[config.mk]
export PLATFORM = sky130hd
export DESIGN_NAME = nibble_alu_and_flags
export DESIGN_NICKNAME = d
export VERILOG_FILES = /design/src/include/alu_pkg.sv /design/src/include/alu_if.sv /design/src/rtl/nibble_alu.sv /design/src/rtl/nibble_alu_and_flags.sv
export SDC_FILE = /design/constraint.sdc
export NUM_CORES = 1
export LEC_CHECK = 0
export ABC_AREA = 1
export BUFFER_PORTS_ARGS = -buffer_cell sky130_fd_sc_hd__buf_2
export CAP_MARGIN = 10
export CORE_MARGIN = 5
export CORE_UTILIZATION = 55
export DETAILED_ROUTE_END_ITERATION = 10
export GPL_TIMING_DRIVEN = 0
export PLACE_DENSITY = 0.77
export SYNTH_ARGS = -nofsm -noshare
export SYNTH_HDL_FRONTEND = slang
export SYNTH_SLANG_ARGS = --single-unit
[constraint.sdc]
create_clock -name pclk -period 4.25 [get_ports pclk]
set_input_delay 0.425 -clock pclk [delete_from_list [all_inputs] [get_ports pclk]]
set_output_delay 0.425 -clock pclk [all_outputs]
set_load 0.01 [all_outputs]
[src/include/alu_pkg.sv]
package alu_pkg;
	localparam int DATA_W = 4;
	localparam int ADDR_W = 8;
	localparam int STACK_DEPTH = 15;

	// register byte offsets
	localparam logic [ADDR_W-1:0] OFS_COMMAND = 8'h00;
	localparam logic [ADDR_W-1:0] OFS_ACCUM = 8'h04;
	localparam logic [ADDR_W-1:0] OFS_FLAGS = 8'h08;
	localparam logic [ADDR_W-1:0] OFS_STATUS = 8'h0C;

	// command register fields
	localparam int CMD_OP_LSB = 0;
	localparam int CMD_ARG_LSB = 8;

	// flag register bit positions (also the packing of a stack entry)
	localparam int FLAG_CARRY = 0;
	localparam int FLAG_ZERO = 1;
	localparam int FLAG_BRANCH = 2;
	localparam int FLAG_USER = 3;

	// status register fields
	localparam int STAT_RES_LSB = 0;
	localparam int STAT_CARRY = 4;
	localparam int STAT_ZERO = 5;
	localparam int STAT_TAKEN = 6;
	localparam int STAT_OVER = 7;
	localparam int STAT_UNDER = 8;
	localparam int STAT_DEPTH_LSB = 12;

	localparam logic BRANCH_RESET = 1'b1;
	localparam logic [DATA_W-1:0] ACC_RESET = 4'h0;

	typedef enum logic [4:0] {
		OP_NOP = 5'b00000,
		OP_LOAD = 5'b00001,
		OP_ADD = 5'b00010,
		OP_ADD_CARRY = 5'b00011,
		OP_SUB_REV_CARRY = 5'b00100,
		OP_CMP_REV = 5'b00101,
		OP_AND = 5'b00110,
		OP_OR = 5'b00111,
		OP_XOR = 5'b01000,
		OP_ROT_LEFT = 5'b01001,
		OP_ROT_RIGHT = 5'b01010,
		OP_PRESET_CARRY = 5'b01011,
		OP_TEST_CARRY = 5'b01100,
		OP_SET_USER = 5'b01101,
		OP_CLR_USER = 5'b01110,
		OP_TEST_USER = 5'b01111,
		OP_BRANCH = 5'b10000,
		OP_INT_ACCEPT = 5'b10001,
		OP_RETURN_INT = 5'b10010,
		OP_INPUT = 5'b10011
	} opcode_t;

	typedef enum logic [2:0] {
		SEL_PASS = 3'b000,
		SEL_ADD = 3'b001,
		SEL_SUBR = 3'b010,
		SEL_AND = 3'b011,
		SEL_OR = 3'b100,
		SEL_XOR = 3'b101,
		SEL_ROL = 3'b110,
		SEL_ROR = 3'b111
	} alu_sel_t;
endpackage

[src/include/alu_if.sv]
`timescale 1ns/10ps
`default_nettype none
interface alu_if;
	import alu_pkg::*;
	logic [DATA_W-1:0] acc;
	logic [DATA_W-1:0] operand;
	logic carry_in;
	alu_sel_t sel;
	logic [DATA_W-1:0] result;
	logic carry;
	logic zero;
	modport ctrl (output acc, output operand, output carry_in, output sel,
		input result, input carry, input zero);
	modport unit (input acc, input operand, input carry_in, input sel,
		output result, output carry, output zero);
endinterface
`default_nettype wire

[src/rtl/nibble_alu.sv]
`timescale 1ns/10ps
`default_nettype none
module nibble_alu (
	alu_if.unit bus
);
	import alu_pkg::*;

	logic [DATA_W:0] wide;

	always_comb begin
		wide = '0;
		case (bus.sel)
			SEL_ADD: begin
				wide = {1'b0, bus.acc} + {1'b0, bus.operand}
					+ {{DATA_W{1'b0}}, bus.carry_in};
			end
			SEL_SUBR: begin
				// operand minus acc as two's complement addition
				wide = {1'b0, bus.operand} + {1'b0, ~bus.acc}
					+ {{DATA_W{1'b0}}, bus.carry_in};
			end
			SEL_AND: wide = {1'b0, bus.acc & bus.operand};
			SEL_OR: wide = {1'b0, bus.acc | bus.operand};
			SEL_XOR: wide = {1'b0, bus.acc ^ bus.operand};
			SEL_ROL: begin
				wide = {bus.acc, bus.carry_in};
			end
			SEL_ROR: begin
				wide = {bus.acc[0], bus.carry_in, bus.acc[DATA_W-1:1]};
			end
			default: wide = {1'b0, bus.operand};
		endcase
	end

	assign bus.result = wide[DATA_W-1:0];
	assign bus.carry = wide[DATA_W];
	assign bus.zero = (wide[DATA_W-1:0] == '0);
endmodule
`default_nettype wire

[src/rtl/nibble_alu_and_flags.sv]
// Overview of operation
// - the unit works on four-bit operands, giving result, carry and zero.
// - on addition, carry is the carry out of the top sum bit.
// - subtraction adds the two's complement; carry one means no borrow.
// - on rotate, carry is the bit leaving the accumulator.
// - zero indication is one exactly when the result or moved value is 0000.
// - a four-bit accumulator holds operands and results.
// - four one-bit flags: carry, zero, branch condition and user.
// - interrupt entry pushes the flags; return from interrupt restores them.
// - add and reverse subtract with carry use and reload the carry flag.
// - compare reverse loads the carry flag with the non-borrow indication.
// - rotates through carry shift old carry in and shifted bit out.
// - test and preset copies carry to branch flag, then sets carry.
// - carry test loads branch flag with inverted carry, then clears carry.
// - zero flag follows operations, rotates, inputs and loads to accumulator.
// - a branch is taken only when the branch condition flag is one.
// - reset sets the branch flag and leaves the other flags alone.
// - the user flag is set, cleared or tested by software only.
//
// The implementer's own choices: the APB slave port and the address map.
`timescale 1ns/10ps
`default_nettype none
module nibble_alu_and_flags #(
	parameter int DEPTH = alu_pkg::STACK_DEPTH
) (
	input wire logic pclk,
	input wire logic presetn,
	input wire logic psel,
	input wire logic penable,
	input wire logic pwrite,
	input wire logic [alu_pkg::ADDR_W-1:0] paddr,
	input wire logic [31:0] pwdata,
	output logic [31:0] prdata,
	output logic pready,
	output logic pslverr,
	output logic [alu_pkg::DATA_W-1:0] accumulator,
	output logic carry_flag,
	output logic zero_flag,
	output logic branch_condition_flag,
	output logic user_flag,
	output logic branch_taken
);
	import alu_pkg::*;

	localparam int DEPTH_W = $clog2(DEPTH + 1);

	if (DEPTH < 1 || DEPTH > 15) begin : depth_check
		$error("flag stack depth must be 1 to 15");
	end

	alu_if alu_bus ();

	nibble_alu alu_inst (
		.bus(alu_bus)
	);

	logic access;
	logic mapped;
	logic wr_command;
	logic wr_accum;
	logic wr_flags;
	opcode_t op;
	logic [DATA_W-1:0] arg;
	logic [15:0] last_command;
	logic [DATA_W-1:0] last_result;
	logic last_carry;
	logic last_zero;
	logic stack_over;
	logic stack_under;
	logic [DEPTH_W-1:0] depth;
	logic [3:0] flag_stack [DEPTH];
	logic [3:0] top_flags;
	logic push_ok;
	logic pop_ok;
	logic [31:0] read_word;

	logic [DATA_W-1:0] next_acc;
	logic next_acc_en;
	logic next_carry;
	logic next_zero;
	logic next_branch;
	logic next_user;

	assign access = psel & penable;
	assign mapped = (paddr == OFS_COMMAND) | (paddr == OFS_ACCUM)
		| (paddr == OFS_FLAGS) | (paddr == OFS_STATUS);
	assign wr_command = access & pwrite & (paddr == OFS_COMMAND);
	assign wr_accum = access & pwrite & (paddr == OFS_ACCUM);
	assign wr_flags = access & pwrite & (paddr == OFS_FLAGS);
	assign pready = 1'b1;
	// the status word is read only, so a write to it is an error as well
	assign pslverr = access & (~mapped | (pwrite & (paddr == OFS_STATUS)));

	assign op = opcode_t'(pwdata[CMD_OP_LSB +: 5]);
	assign arg = pwdata[CMD_ARG_LSB +: DATA_W];

	assign push_ok = (depth != DEPTH_W'(DEPTH));
	assign pop_ok = (depth != '0);
	assign top_flags = pop_ok ? flag_stack[depth - DEPTH_W'(1)] : 4'h0;

	// operand routing into the shared arithmetic unit
	always_comb begin
		alu_bus.acc = accumulator;
		alu_bus.operand = arg;
		alu_bus.carry_in = 1'b0;
		alu_bus.sel = SEL_PASS;
		case (op)
			OP_ADD: alu_bus.sel = SEL_ADD;
			OP_ADD_CARRY: begin
				alu_bus.sel = SEL_ADD;
				alu_bus.carry_in = carry_flag;
			end
			OP_SUB_REV_CARRY: begin
				alu_bus.sel = SEL_SUBR;
				alu_bus.carry_in = carry_flag;
			end
			OP_CMP_REV: begin
				alu_bus.sel = SEL_SUBR;
				alu_bus.carry_in = 1'b1;
			end
			OP_AND: alu_bus.sel = SEL_AND;
			OP_OR: alu_bus.sel = SEL_OR;
			OP_XOR: alu_bus.sel = SEL_XOR;
			OP_ROT_LEFT: begin
				alu_bus.sel = SEL_ROL;
				alu_bus.carry_in = carry_flag;
			end
			OP_ROT_RIGHT: begin
				alu_bus.sel = SEL_ROR;
				alu_bus.carry_in = carry_flag;
			end
			default: alu_bus.sel = SEL_PASS;
		endcase
	end

	// per-instruction flag and accumulator effects
	always_comb begin
		next_acc = accumulator;
		next_acc_en = 1'b0;
		next_carry = carry_flag;
		next_zero = zero_flag;
		next_branch = branch_condition_flag;
		next_user = user_flag;
		case (op)
			OP_LOAD, OP_INPUT, OP_ADD, OP_AND, OP_OR, OP_XOR: begin
				next_acc = alu_bus.result;
				next_acc_en = 1'b1;
				next_zero = alu_bus.zero;
			end
			OP_ADD_CARRY, OP_SUB_REV_CARRY, OP_ROT_LEFT, OP_ROT_RIGHT: begin
				next_acc = alu_bus.result;
				next_acc_en = 1'b1;
				next_carry = alu_bus.carry;
				next_zero = alu_bus.zero;
			end
			OP_CMP_REV: begin
				// compare leaves the accumulator intact
				next_carry = alu_bus.carry;
				next_zero = alu_bus.zero;
			end
			OP_PRESET_CARRY: begin
				next_branch = carry_flag;
				next_carry = 1'b1;
			end
			OP_TEST_CARRY: begin
				next_branch = ~carry_flag;
				next_carry = 1'b0;
			end
			OP_SET_USER: next_user = 1'b1;
			OP_CLR_USER: next_user = 1'b0;
			OP_TEST_USER: next_branch = user_flag;
			OP_RETURN_INT: begin
				if (pop_ok) begin
					next_carry = top_flags[FLAG_CARRY];
					next_zero = top_flags[FLAG_ZERO];
					next_branch = top_flags[FLAG_BRANCH];
					next_user = top_flags[FLAG_USER];
				end
			end
			default: next_acc_en = 1'b0;
		endcase
	end

	always_ff @(posedge pclk or negedge presetn) begin
		if (!presetn) begin
			accumulator <= ACC_RESET;
		end else if (wr_accum) begin
			accumulator <= pwdata[DATA_W-1:0];
		end else if (wr_command && next_acc_en) begin
			accumulator <= next_acc;
		end
	end

	// reset touches only the branch condition flag
	always_ff @(posedge pclk or negedge presetn) begin
		if (!presetn) begin
			branch_condition_flag <= BRANCH_RESET;
		end else if (wr_flags) begin
			branch_condition_flag <= pwdata[FLAG_BRANCH];
		end else if (wr_command) begin
			branch_condition_flag <= next_branch;
		end
	end

	// no reset here on purpose: these flags survive a reset
	always_ff @(posedge pclk) begin
		if (wr_flags) begin
			carry_flag <= pwdata[FLAG_CARRY];
			zero_flag <= pwdata[FLAG_ZERO];
			user_flag <= pwdata[FLAG_USER];
		end else if (wr_command) begin
			carry_flag <= next_carry;
			zero_flag <= next_zero;
			user_flag <= next_user;
		end
	end

	always_ff @(posedge pclk or negedge presetn) begin
		if (!presetn) begin
			branch_taken <= 1'b0;
		end else if (wr_command && op == OP_BRANCH) begin
			branch_taken <= branch_condition_flag;
		end
	end

	// flag stack: a push at depth limit or a pop when empty is dropped
	always_ff @(posedge pclk or negedge presetn) begin
		if (!presetn) begin
			depth <= '0;
		end else if (wr_command && op == OP_INT_ACCEPT && push_ok) begin
			depth <= depth + DEPTH_W'(1);
		end else if (wr_command && op == OP_RETURN_INT && pop_ok) begin
			depth <= depth - DEPTH_W'(1);
		end
	end

	always_ff @(posedge pclk) begin
		if (wr_command && op == OP_INT_ACCEPT && push_ok) begin
			flag_stack[depth] <= {user_flag, branch_condition_flag,
				zero_flag, carry_flag};
		end
	end

	always_ff @(posedge pclk or negedge presetn) begin
		if (!presetn) begin
			stack_over <= 1'b0;
			stack_under <= 1'b0;
		end else if (wr_command) begin
			stack_over <= (op == OP_INT_ACCEPT) & ~push_ok;
			stack_under <= (op == OP_RETURN_INT) & ~pop_ok;
		end
	end

	always_ff @(posedge pclk or negedge presetn) begin
		if (!presetn) begin
			last_command <= 16'h0000;
			last_result <= 4'h0;
			last_carry <= 1'b0;
			last_zero <= 1'b0;
		end else if (wr_command) begin
			last_command <= pwdata[15:0];
			last_result <= alu_bus.result;
			last_carry <= alu_bus.carry;
			last_zero <= alu_bus.zero;
		end
	end

	always_comb begin
		read_word = 32'h0000_0000;
		if (!pwrite) begin
			case (paddr)
				OFS_COMMAND: read_word[15:0] = last_command;
				OFS_ACCUM: read_word[DATA_W-1:0] = accumulator;
				OFS_FLAGS: begin
					read_word[FLAG_CARRY] = carry_flag;
					read_word[FLAG_ZERO] = zero_flag;
					read_word[FLAG_BRANCH] = branch_condition_flag;
					read_word[FLAG_USER] = user_flag;
				end
				OFS_STATUS: begin
					read_word[STAT_RES_LSB +: DATA_W] = last_result;
					read_word[STAT_CARRY] = last_carry;
					read_word[STAT_ZERO] = last_zero;
					read_word[STAT_TAKEN] = branch_taken;
					read_word[STAT_OVER] = stack_over;
					read_word[STAT_UNDER] = stack_under;
					read_word[STAT_DEPTH_LSB +: 4] = 4'(depth);
				end
				default: read_word = 32'h0000_0000;
			endcase
		end
	end

	// read data is captured at the end of the setup cycle: it then comes
	// from a flip-flop and still stands through the zero-wait access phase
	always_ff @(posedge pclk or negedge presetn) begin
		if (!presetn) begin
			prdata <= 32'h0000_0000;
		end else if (psel && !penable && !pwrite) begin
			prdata <= read_word;
		end else begin
			prdata <= 32'h0000_0000;
		end
	end
endmodule
`default_nettype wire

### Word-level counts from Yosys, hierarchy flattened

Memories as Yosys holds them, arrays and structs flattened.
Cells that the tools add are included.

| storage, ports and cells | value |
|---|---|
| bits in registers | 69 |
| bits in writable memories | 60 |
| output and inout port bits | 43 |
| logic and storage cells | 138 |
| memories kept | 1 |

Memories:

| memory | words | bits a word | read ports | clocked after memory_dff | wr ports | RTL line | RTL |
|---|---|---|---|---|---|---|---|
| flag_stack | 15 | 4 | 1 | 0 | 1 | nibble_alu_and_flags.sv:71 | `logic [3:0] flag_stack [DEPTH];` |

| operators by class | value |
|---|---|
| add/sub/neg operators | 6 |
| equality and inequality tests | 31 |
| multiplexer cells | 33 |
| bitwise logic cells | 21 |
| reduce and logical (&&, ||, !) cells | 32 |

Operator list:

| kind | number |
|---|---|
| 5-bit by 4-bit equality test with 1-bit output, second input constant | 8 |
| 5-bit case mux with 7 select lines | 1 |
| 32-bit 2-to-1 mux | 1 |
| 3-bit case mux with 7 select lines | 1 |
| 5-bit by 3-bit equality test with 1-bit output, second input constant | 4 |
| 5-bit equality test, second input constant | 4 |
| 4-bit 2-to-1 mux | 5 |
| 8-bit by 4-bit equality test with 1-bit output, second input constant | 2 |
| 16-bit 2-to-1 mux | 1 |
| 4-bit case mux with 4 select lines | 1 |
| 1-bit 2-to-1 mux | 15 |
| 3-bit equality test, second input constant | 4 |
| 3-bit AND reduction | 4 |
| 11-bit OR reduction | 1 |
| 4-bit by 4-bit adder with 5-bit output | 2 |
| 5-bit by 1-bit adder with 5-bit output | 2 |
| 5-bit by 2-bit equality test with 1-bit output, second input constant | 2 |
| 5-bit case mux with 2 select lines | 1 |
| 5-bit nonzero test | 2 |
| 10-bit OR reduction | 1 |
| 1-bit bitwise AND | 9 |
| 8-bit by 3-bit equality test with 1-bit output, second input constant | 1 |
| 1-bit logical AND | 8 |
| 8-bit zero test | 1 |
| other kinds (27) | 42 |

### Depth between registers and ports, before layout

Gate-level depths: netlist (run 1).

| depth | value |
|---|---|
| depth in word-level cells | 9 |
| gate-level depth with buffers | 20 |
| gate-level depth less buffers | 20 |

### By module

A second synthesis (run 1) with hierarchy kept.

| second synthesis, totals | value |
|---|---|
| cell total of the unflattened synthesis | 726 |
| area, all modules | 6,224.7 µm² |

By module, submodules not included:

| module | instances | cells an instance | area each (µm²) | seq. area each (µm²) |
|---|---|---|---|---|
| nibble_alu_and_flags | 1 | 586 | 5,413.9 | 3,144.3 |
| nibble_alu | 1 | 140 | 810.8 | 0.0 |

### Worst setup path after synthesis (run 1)

No wires, ideal clock.

| path | value |
|---|---|
| path kind | input to register |
| from | in pwdata[2] |
| to | reg zero_flag (data pin) |
| setup time | 0.130 ns |
| arrival time | 2.633 ns |
| slack | 1.487 ns |
| stages on the path | 15 |
| path buffers | 1 |
| cell sequence | buf_2 nor2_1 nand3_1 nand4_1 nand2_1 fa_1 fa_1 or2_2 a21oi_1 nand2_1 nor2_2 nand3_1 nand2_1 nand2_1 nand2_1 |

| between the ends | value |
|---|---|
| longest elaborated chain between the ends | 9 |

Ends and longest elaborated chain:

| what | RTL line | RTL |
|---|---|---|
| from (decl) | nibble_alu_and_flags.sv:32 | `input wire logic [31:0] pwdata,` |
| 5-bit by 2-bit equality test with 1-bit output, or another cell as far along | nibble_alu_and_flags.sv:107, nibble_alu_and_flags.sv:144 |  |
| 4-bit OR reduction (no line) / 2-bit OR reduction (equally long branches) | -- |  |
| 1-bit case mux with 2 select lines / 3-bit case mux with 7 select lines (equally long branches) | nibble_alu_and_flags.sv:107 | `case (op)` |
| 5-bit by 1-bit adder with 5-bit output, or another cell as far along | nibble_alu.sv:20 | `+ {{DATA_W{1'b0}}, bus.carry_in};` |
| 5-bit case mux with 7 select lines | nibble_alu.sv:12 | `case (bus.sel)` |
| 4-bit zero test | nibble_alu.sv:37 | `assign bus.zero = (wide[DATA_W-1:0] == '0);` |
| 1-bit case mux with 2 select lines (*) | nibble_alu_and_flags.sv:144 | `case (op)` |
| 1-bit 2-to-1 mux (*) | nibble_alu_and_flags.sv:211 | `end else if (wr_command) begin` |
| 1-bit 2-to-1 mux (*) | nibble_alu_and_flags.sv:207 | `if (wr_flags) begin` |
| to (signal assigned) | nibble_alu_and_flags.sv:209 | `zero_flag <= pwdata[FLAG_ZERO];` |
| to (signal assigned) | nibble_alu_and_flags.sv:213 | `zero_flag <= next_zero;` |
| to (decl) | nibble_alu_and_flags.sv:38 | `output logic zero_flag,` |

Mark *: on every way between the ends. The rest lies on a longest branch, timed or not. The select of a mux whose other input is x is not followed.
A chain may end at the register's enable or synchronous reset.

### Final worst setup path (run 1)

| path | value |
|---|---|
| from | reg carry_flag |
| to | reg zero_flag (data pin) |

| between the ends | value |
|---|---|
| longest elaborated chain between the ends | 7 |

Ends and longest elaborated chain:

| what | RTL line | RTL |
|---|---|---|
| from (decl) | nibble_alu_and_flags.sv:37 | `output logic carry_flag,` |
| from (signal assigned) | nibble_alu_and_flags.sv:208 | `carry_flag <= pwdata[FLAG_CARRY];` |
| from (signal assigned) | nibble_alu_and_flags.sv:212 | `carry_flag <= next_carry;` |
| 1-bit case mux with 2 select lines (*) | nibble_alu_and_flags.sv:107 |  |
| 5-bit by 1-bit adder with 5-bit output (on tied branches) | nibble_alu.sv:20, nibble_alu.sv:15 |  |
| 5-bit case mux with 7 select lines (*) | nibble_alu.sv:12 |  |
| 4-bit zero test (*) | nibble_alu.sv:37 |  |
| 1-bit case mux with 2 select lines (*) | nibble_alu_and_flags.sv:144 |  |
| 1-bit 2-to-1 mux (*) | nibble_alu_and_flags.sv:211 |  |
| 1-bit 2-to-1 mux (*) | nibble_alu_and_flags.sv:207 |  |

Marked as above.

==> results.toml, run 1 <==
[outcome]
outcome = "finished clean"

[finish]
layout_commonest_cell = "nand2_1"
final_nets = 817
drive_above_1_share = 0.199
utilization = 0.662
area_growth_pct = 18.5
seqCellArea_um2 = 3140
final_cells = 905
antenna_cells = 0
fillers = 844
multi_input_area_um2 = 2430
layout_common_cells = "144 x nand2_1, 68 x nor2_1, 63 x edfxtp_1"

[grt]
grt-ovfl-total = 0
grt_first_pass_wirelength_mm = 23.7
antenna_found_initial = 0
first_global_vias = 4766
grt_usage = 0.238
grt_max_degree = 51

[setup_path]
path_max_fanout = 20
cp-startpoint = "carry_flag"
endpoint = "zero_flag"
start_kind = "flop"
worst_r2r_endpoint = "zero_flag"
cp_data_arrival_time_ns = 3.72
crit_top_cell = "nand2_1"
r2r_setup_slack_ns = 0.93
critPathSlowestCell = "edfxtp_1"
crit_chain = "inv_1 -> nand2_1 -> nand2_1 -> fa_1 -> fa_1 -> or2_2 -> a21oi_1 -> nand2_1 -> nor2_2 -> nand3_1 -> nand2_1 -> nand2_1 -> nand2_1"
crit_path_max_incr_delay_ns = 0.85
cp-end-kind = "flop"
critPathRequiredTime_ns = 4.65
ff2ff_path_depth = 13
r2r_start = "carry_flag"
crit_type = "reg2reg"

[detailed_routing]
vias = 4951
drc = 0
dr.pass1.iters = 5
drt_wl_total_mm = 15.0
routed_via_density = 5.47
drt-initial-drc-count = 506
ant_nets = 0
routedWlPerCell_um = 16.6

[clock_network]
clockRootBuffer = "clkbuf_8"
cts_max_level = 4
cts_resized = 0
clockBufferDepth = 2
postCtsSetupBuffers = 0
clk_latency_ns = 0.53
cts_tree = "built"
cts_made_buffers = 17
clk_pin_slew_ns = 0.06
numClockSinks = 113
ctsHoldBuffers = 0

[floorplan]
core_um2 = 10700
initial_utilization = 0.558
die_height_um = 114
die_area_um2 = 13100
die_x_um = 114
io_pins = 88
row_count = 38

[sta]
worstMarginPinSlew_ns = 1.08
finalHoldViolations = 0
drv_slew = 0
finalCritPeriodShare = 0.780
slew_headroom = 0.282
rsz0062_at_grt = "no"
setup_tns_ns = 0
fmax_ghz = 0.302
skew_ns = 0.00617
setup_violations = 0
layout_min_cycle_time_ns = 3.32

[placement]
placed_cells = 873
port_buffers = 53
place_hpwl_mm = 10.9
gp_congestion = 0.928

[synth]
ys_ff_latch = 113
synth.avg_cell_area_um2 = 9.02
yosysSeqAreaShare = 0.524
synth_cell_type_count = 40
netlist_area_um2 = 6000
synthCells = 665
synth_warnings = 0

[pwr]
p_int_mw = 2.21
switching_share = 0.207
ir_drop_uv = 240
power_density_nw_per_um2 = 392
power_frac_comb = 0.055
p_leak_nw = 3.26
p_seq_frac = 0.417
p_switching_mw = 0.577
p_clk_frac = 0.529

[run]
maxCapViolations = 0

[worst_hold_path]
hold_class = "in2async"
kinds of logic after synthesis:
family | Yosys count | synth area share
xor gates and xnor gates | 5 | 0.00730
DFF | 113 | 0.524
buffers and inverters | 109 | 0.0807
and+or+nand+nor | 309 | 0.237
other | 2 | 0.00125
AOI/OAI and AO/OA | 107 | 0.103
adders and majority gates | 20 | 0.0467
Yosys cell counts:
cell	count	share of area
nand3_2	5	0.0083
or2_2	7	0.0073
buf_1	1	0.00063
clkinv_1	1	0.00063
nand2b_1	3	0.0031
nor3_1	2	0.0017
inv_2	12	0.0075
nand2_1	144	0.090
o21a_1	1	0.0013
ha_1	16	0.033
nor2_4	3	0.0056
buf_4	18	0.023
edfxtp_1	63	0.32
dfrtp_1	49	0.20
o221ai_1	7	0.010
conb_1	2	0.0013
a221oi_1	4	0.0058
dfstp_2	1	0.0044
buf_2	6	0.0050
inv_1	60	0.038
clkbuf_1	11	0.0069
nand4_4	2	0.0071
o211ai_1	4	0.0050
nor2_2	9	0.0094
o2111ai_1	1	0.0015
fa_1	4	0.013
nor4_4	1	0.0035
nor2_1	68	0.043
nand3_1	49	0.041
nor3b_2	1	0.0021
nand4_1	7	0.0073
nand2_2	7	0.0073
o22ai_1	15	0.016
xnor2_1	2	0.0029
a21oi_1	21	0.018
xor2_1	3	0.0044
o21ai_1	3	0.0025
a31oi_1	3	0.0031
or2_1	1	0.0010
o21ai_0	48	0.040
power groups by stage:
stage,Sequential (mW),Clock (mW),Combinational (mW)
after floorplan,1.18,0,0.0956
after global placement,1.18,0,0.145
after detailed placement,1.18,0,0.148
after CTS,1.16,1.48,0.150
after global routing,1.16,1.53,0.170
final,1.16,1.47,0.152
worst min path at each step:
stage	from	to	slack, ns
after floorplan	presetn	accumulator[0]	0.13
after global placement	last_command[13]	last_command[13]	0.46
after detailed placement	last_command[15]	last_command[15]	0.46
after CTS	pwdata[5]	last_command[5]	0.09
after global routing	pwdata[5]	last_command[5]	0.11
final	presetn	last_command[6]	0.10
flip-flops by register name, summed over array words and instances (netlist names), 4 cells and up:
name	flops
last_command	16
prdata	16
flag_stack	60
accumulator	4
depth	4
last_result	4
stage by stage:
| step | power [mW] | worst slack (ns) | area, um^2 | hold slack [ns] |
|---|---|---|---|---|
| 2_1_floorplan | 1.28 | 1.49 | 6060 | 0.129 |
| 3_3_place_gp | 1.33 | 0.969 | 6500 | 0.456 |
| 3_5_place_dp | 1.33 | 0.976 | 6500 | 0.464 |
| 4_1_cts | 2.79 | 0.939 | 7110 | 0.0932 |
| 5_1_grt | 2.86 | 0.717 | 7110 | 0.107 |
| 6_report | 2.79 | 0.934 | 7110 | 0.101 |
layer usage:
layer  vias to the layer above  global-route usage  wire length, um
met1                      2328               0.313             6050
met5                         -                   0                0
li1                       2359                   -                -
met3                        32              0.0692             1430
met2                       232               0.376             7230
met4                         0              0.0847              344
final cells by class:
class / instances / share of cell area
inverters: 73 / 0.0385
well taps: 140 / 0.0246
plain buffers: 36 / 0.0296
flip-flops and latches: 113 / 0.442
repair buffers: 53 / 0.0373
multi-input cells: 458 / 0.341
clock inverters: 12 / 0.0266
clock buffers: 20 / 0.0598
critical path, delay by kind of cell, from the launching register on:
kind / cells / cell delay, ns
buf+inv: 1 / 0.20
simple gates: 9 / 1.17
fa+ha+maj: 2 / 0.83
compound gates: 1 / 0.15
flops: 1 / 0.85
(Power assumes the default switching activity.)
==> inputs of run 2 (changes only) <==
--- a/config.mk
+++ b/config.mk
@@ -9,7 +9,7 @@
 export BUFFER_PORTS_ARGS = -buffer_cell sky130_fd_sc_hd__buf_2
 export CAP_MARGIN = 10
 export CORE_MARGIN = 5
-export CORE_UTILIZATION = 55
+export CORE_UTILIZATION = 52
 export DETAILED_ROUTE_END_ITERATION = 10
 export GPL_TIMING_DRIVEN = 0
 export PLACE_DENSITY = 0.77
==> constraint.sdc (replaced) <==
create_clock -name pclk -period 2.9 [get_ports pclk]
set_input_delay 0.29 -clock pclk [delete_from_list [all_inputs] [get_ports pclk]]
set_output_delay 0.29 -clock pclk [all_outputs]
set_load 0.01 [all_outputs]
==> results.toml, run 2 (same netlist as run 1, synthesis figures left out) <==
[outcome]
outcome = "finished clean"

[pwr]
p_leak_nw = 3.26
switching_share = 0.213
p_switching_mw = 0.825
p_clk_frac = 0.501
power_density_nw_per_um2 = 545
ir_drop_uv = 327
p_int_mw = 3.04
total_power_mw = 3.87
p_seq_frac = 0.440
power_frac_comb = 0.059

[sta]
fin_ws_ns = 0.175
setup_tns_ns = 0
fmax_ghz = 0.367
worstMarginPinSlew_ns = 1.07
skew_ns = 0.00454
setup_violations = 0
holdWs_ns = 0.0767
slew_headroom = 0.289
rsz0062_at_grt = "no"
drv_slew = 0
layout_min_cycle_time_ns = 2.73
finalHoldViolations = 0
finalCritPeriodShare = 0.940

[finish]
drive_above_1_share = 0.209
layout_commonest_cell = "nand2_1"
final_nets = 818
area_growth_pct = 18.4
fillers = 926
top_regs = "flag_stack x60, last_command x16, prdata x16"
stdcell_area_um2 = 7100
regMostFlops = "flag_stack"
largest_reg_flops = 60
antenna_cells = 0
final_cells = 909
layout_common_cells = "144 x nand2_1, 68 x nor2_1, 63 x edfxtp_1"
utilization = 0.625

[clock_network]
cts_max_level = 4
cts_tree = "built"
cts_made_buffers = 17
clk_pin_slew_ns = 0.05
numClockSinks = 113
clk_latency_ns = 0.41
ctsHoldBuffers = 0
clockRootBuffer = "clkbuf_16"
clockBufferDepth = 2

[detailed_routing]
routed_via_density = 5.57
vias = 5061
drt-initial-drc-count = 636
drc = 0
dr.pass1.iters = 5
drt_wl_total_mm = 15.4
ant_nets = 0
routedWlPerCell_um = 16.9

[floorplan]
die_area_um2 = 13800
die_height_um = 117
row_count = 39
io_pins = 88
initial_utilization = 0.528
core_um2 = 11400
die_x_um = 117

[worst_hold_path]
hold_class = "in2async"

[setup_path]
crit_path_max_incr_delay_ns = 0.44
crit_top_cell = "nand2_1"
cp_data_arrival_time_ns = 3.01
r2r_start = "carry_flag"
critPathRequiredTime_ns = 3.18
crit_chain = "clkbuf_4 -> inv_2 -> nor2_4 -> nand3_2 -> nand4_1 -> nand2_1 -> fa_1 -> fa_1 -> or2_2 -> a21oi_1 -> nand2_1 -> nor2_2 -> nand3_1 -> nand2_1 -> nand2_1 -> nand2_1"
cp-end-kind = "flop"
start_kind = "input pin"
path_max_fanout = 6
worst_r2r_endpoint = "zero_flag"
critPathSlowestCell = "fa_1"
r2r_setup_slack_ns = 0.21
crit_type = "in2reg"
ff2ff_path_depth = 13

[placement]
placed_cell_area_um2 = 6500
port_buffers = 53
dp_slack_ns = -0.381
placed_cells = 876
place_hpwl_mm = 11.1
gp_congestion = 0.907

[grt]
grt_max_degree = 51
grt-ovfl-total = 0
grt_first_pass_wirelength_mm = 25.3
antenna_found_initial = 0
first_global_vias = 5027
grt_usage = 0.229

[run]
maxCapViolations = 0
run 2: repair_timing:
item	in CTS	in global routing
gates resized for setup	0	12
buffers inserted	2	0
endpoints found under the setup margin	8	3
run 2: worst max-delay path, delay by kind of cell:
kind | cells | cell delay [ns]
simple gates | 11 | 1.48
fa+ha+maj | 2 | 0.85
buf+inv | 2 | 0.27
compound gates | 1 | 0.13
run 2: per-layer routing:
layer | global-route usage | vias up | routed length (um)
li1 | - | 2369 | -
met1 | 0.300 | 2401 | 6300
met2 | 0.362 | 250 | 7430
met3 | 0.0630 | 41 | 1290
met4 | 0.0885 | 0 | 389
met5 | 0 | - | 0
run 2: power groups by stage:
stage	sequential [mW]	clock (mW)	combinational, mW
floorplan	1.73	0	0.140
global placement	1.73	0	0.216
detailed placement	1.73	0	0.221
CTS	1.70	1.95	0.221
global route	1.70	2.04	0.253
finish	1.70	1.94	0.227
run 2: worst max-delay path by stage:
stage,from,end,slack (ns)
2_1_floorplan,pwdata[2],zero_flag,0.27
3_3_place_gp,carry_flag,zero_flag,-0.30
3_5_place_dp,carry_flag,zero_flag,-0.38
4_1_cts,depth[0],user_flag,0.03
5_1_grt,pwdata[1],zero_flag,0.02
6_report,pwdata[0],zero_flag,0.17
run 2: cell type report:
type	count	area, um^2	share of cell area
clock buffers	28	548	0.0772
well taps	143	179	0.0252
inverters	73	278	0.0391
clock inverters	4	20.0	0.00282
repair buffers	55	285	0.0402
multi-input cells	458	2440	0.343
plain buffers	35	210	0.0296
flip-flops and latches	113	3150	0.443
==> inputs of run 3 (changes only) <==
--- a/config.mk
+++ b/config.mk
@@ -13,6 +13,7 @@
 export DETAILED_ROUTE_END_ITERATION = 10
 export GPL_TIMING_DRIVEN = 0
 export PLACE_DENSITY = 0.77
+export RECOVER_POWER = 100
 export SYNTH_ARGS = -nofsm -noshare
 export SYNTH_HDL_FRONTEND = slang
 export SYNTH_SLANG_ARGS = --single-unit
==> results.toml, run 3 (same netlist as run 1, synthesis figures left out) <==
[pwr]
p_leak_nw = 3.13
switching_share = 0.212
p_seq_frac = 0.441
p_clk_frac = 0.501
power_frac_comb = 0.057
p_int_mw = 3.04
ir_drop_uv = 327
power_density_nw_per_um2 = 550
p_switching_mw = 0.821

[grt]
first_global_vias = 5027
grt-ovfl-total = 0
antenna_found_initial = 0
grt_max_degree = 51
grt_first_pass_wirelength_mm = 25.3
grt_usage = 0.229

[sta]
fmax_ghz = 0.365
setup_violations = 0
slew_headroom = 0.282
rsz0062_at_grt = "no"
drv_slew = 0
finalHoldViolations = 0
setup_tns_ns = 0
finalCritPeriodShare = 0.944
layout_min_cycle_time_ns = 2.74
skew_ns = 0.00671
holdWs_ns = 0.0825
worstMarginPinSlew_ns = 1.08

[detailed_routing]
drt-initial-drc-count = 547
routedWlPerCell_um = 17.0
dr.pass1.iters = 6
drc = 0
wl_met3_mm = 1.24
vias = 5033
routed_via_density = 5.54
wl_met2_mm = 7.43
wl_met1_mm = 6.43
ant_nets = 0
top_layer = "met4"
drt_wl_total_mm = 15.4

[setup_path]
critPathSlowestCell = "fa_1"
crit_top_cell = "nand2_1"
start_kind = "input pin"
crit_path_max_incr_delay_ns = 0.44
crit_type = "in2reg"
path_max_fanout = 6
cp_data_arrival_time_ns = 3.02
crit_chain = "clkbuf_4 -> inv_2 -> nor2_4 -> nand3_2 -> nand4_1 -> nand2_1 -> fa_1 -> fa_1 -> or2_2 -> a21oi_1 -> nand2_1 -> nor2_2 -> nand3_1 -> nand2_1 -> nand2_1 -> nand2_1"
r2r_setup_slack_ns = 0.21
critPathRequiredTime_ns = 3.18
cp-end-kind = "flop"

[clock_network]
clockBufferDepth = 2
ctsHoldBuffers = 0
cts_max_level = 4
cts_made_buffers = 17
clockRootBuffer = "clkbuf_16"
cts_tree = "built"
numClockSinks = 113
clk_pin_slew_ns = 0.05
clk_latency_ns = 0.41

[finish]
area_growth_pct = 17.0
largest_reg_flops = 60
regMostFlops = "flag_stack"
layout_commonest_cell = "nand2_1"
drive_above_1_share = 0.157
top_regs = "flag_stack x60, last_command x16, prdata x16"
layout_common_cells = "145 x nand2_1, 70 x nor2_1, 63 x edfxtp_1"
antenna_cells = 0
final_nets = 818

[floorplan]
row_count = 39
initial_utilization = 0.528
io_pins = 88
die_area_um2 = 13800
core_um2 = 11400
die_x_um = 117
die_height_um = 117

[outcome]
outcome = "finished clean"

[placement]
gp_congestion = 0.907
place_hpwl_mm = 11.1
port_buffers = 53

[run]
maxCapViolations = 0

[worst_hold_path]
hold_class = "in2async"
## run 3: cell count changes in the layout (fill, tap and decap cells not counted), moves of 2 or more
cell | previous run | this run
clkbuf_1 | 11 | 44
buf_4 | 20 | 18
nor2_1 | 68 | 70
buf_2 | 57 | 26
## run 3: power groups by stage
| stage | sequential, mW | clock, mW | combinational [mW] |
|---|---|---|---|
| floorplan | 1.73 | 0 | 0.140 |
| global placement | 1.73 | 0 | 0.216 |
| detailed placement | 1.73 | 0 | 0.221 |
| CTS | 1.70 | 1.95 | 0.221 |
| global route | 1.70 | 2.04 | 0.248 |
| finish | 1.70 | 1.94 | 0.222 |
## run 3: final cells by class
type | instances | area (um^2)
Fill cell | 949 | 4350
Sequential cell | 113 | 3150
Multi-Input combinational cell | 458 | 2400
Clock buffer | 28 | 548
Inverter | 73 | 278
Timing Repair Buffer | 55 | 244
Buffer | 35 | 205
Tap cell | 143 | 179
Clock inverter | 4 | 20.0
## run 3: per-stage QoR
stage / utilization / setup slack [ns] / instances / cell area [um^2] / total power [mW]
after global routing: 0.617 / 0.0239 / 909 / 7020 / 3.99
after detailed placement: 0.572 / -0.381 / 876 / 6500 / 1.95
after CTS: 0.623 / 0.0317 / 909 / 7080 / 3.88
after global placement: 0.572 / -0.299 / 876 / 6500 / 1.95
after floorplan: - / 0.272 / 680 / 6060 / 1.87
final: 0.617 / 0.162 / 909 / 7020 / 3.86
## run 3: path summary, 6_finish.rpt
path                                   from                to  depth (start not counted)
max                               pwdata[0]         zero_flag                         16
min                                 presetn  last_command[14]                          1
max reg2reg                        depth[0]         user_flag                         10
min reg2reg                last_command[12]  last_command[12]                          2
max in group asynchronous           presetn          depth[0]                          1
min in group pclk                 pwdata[7]   last_command[7]                          3
## run 3: worst max-delay path, delay by kind of cell
kind | cells | cell delay [ns]
adder cells (fa/ha/maj) | 2 | 0.85
AND/OR/NAND/NOR | 11 | 1.49
AO/OA/AOI/OAI | 1 | 0.13
buffers and inverters | 2 | 0.27
## run 3: timing repair
| action | 4_1_cts | 5_1_grt |
|---|---|---|
| setup endpoints to repair | 8 | 3 |
| setup buffers | 2 | 0 |
| gates resized for setup | 0 | 12 |
## run 3: routing by layer
layer | GRT usage | vias to the layer above
li1 | - | 2365
met1 | 0.300 | 2406
met2 | 0.362 | 226
met3 | 0.0630 | 36
met4 | 0.0885 | 0
met5 | 0 | -
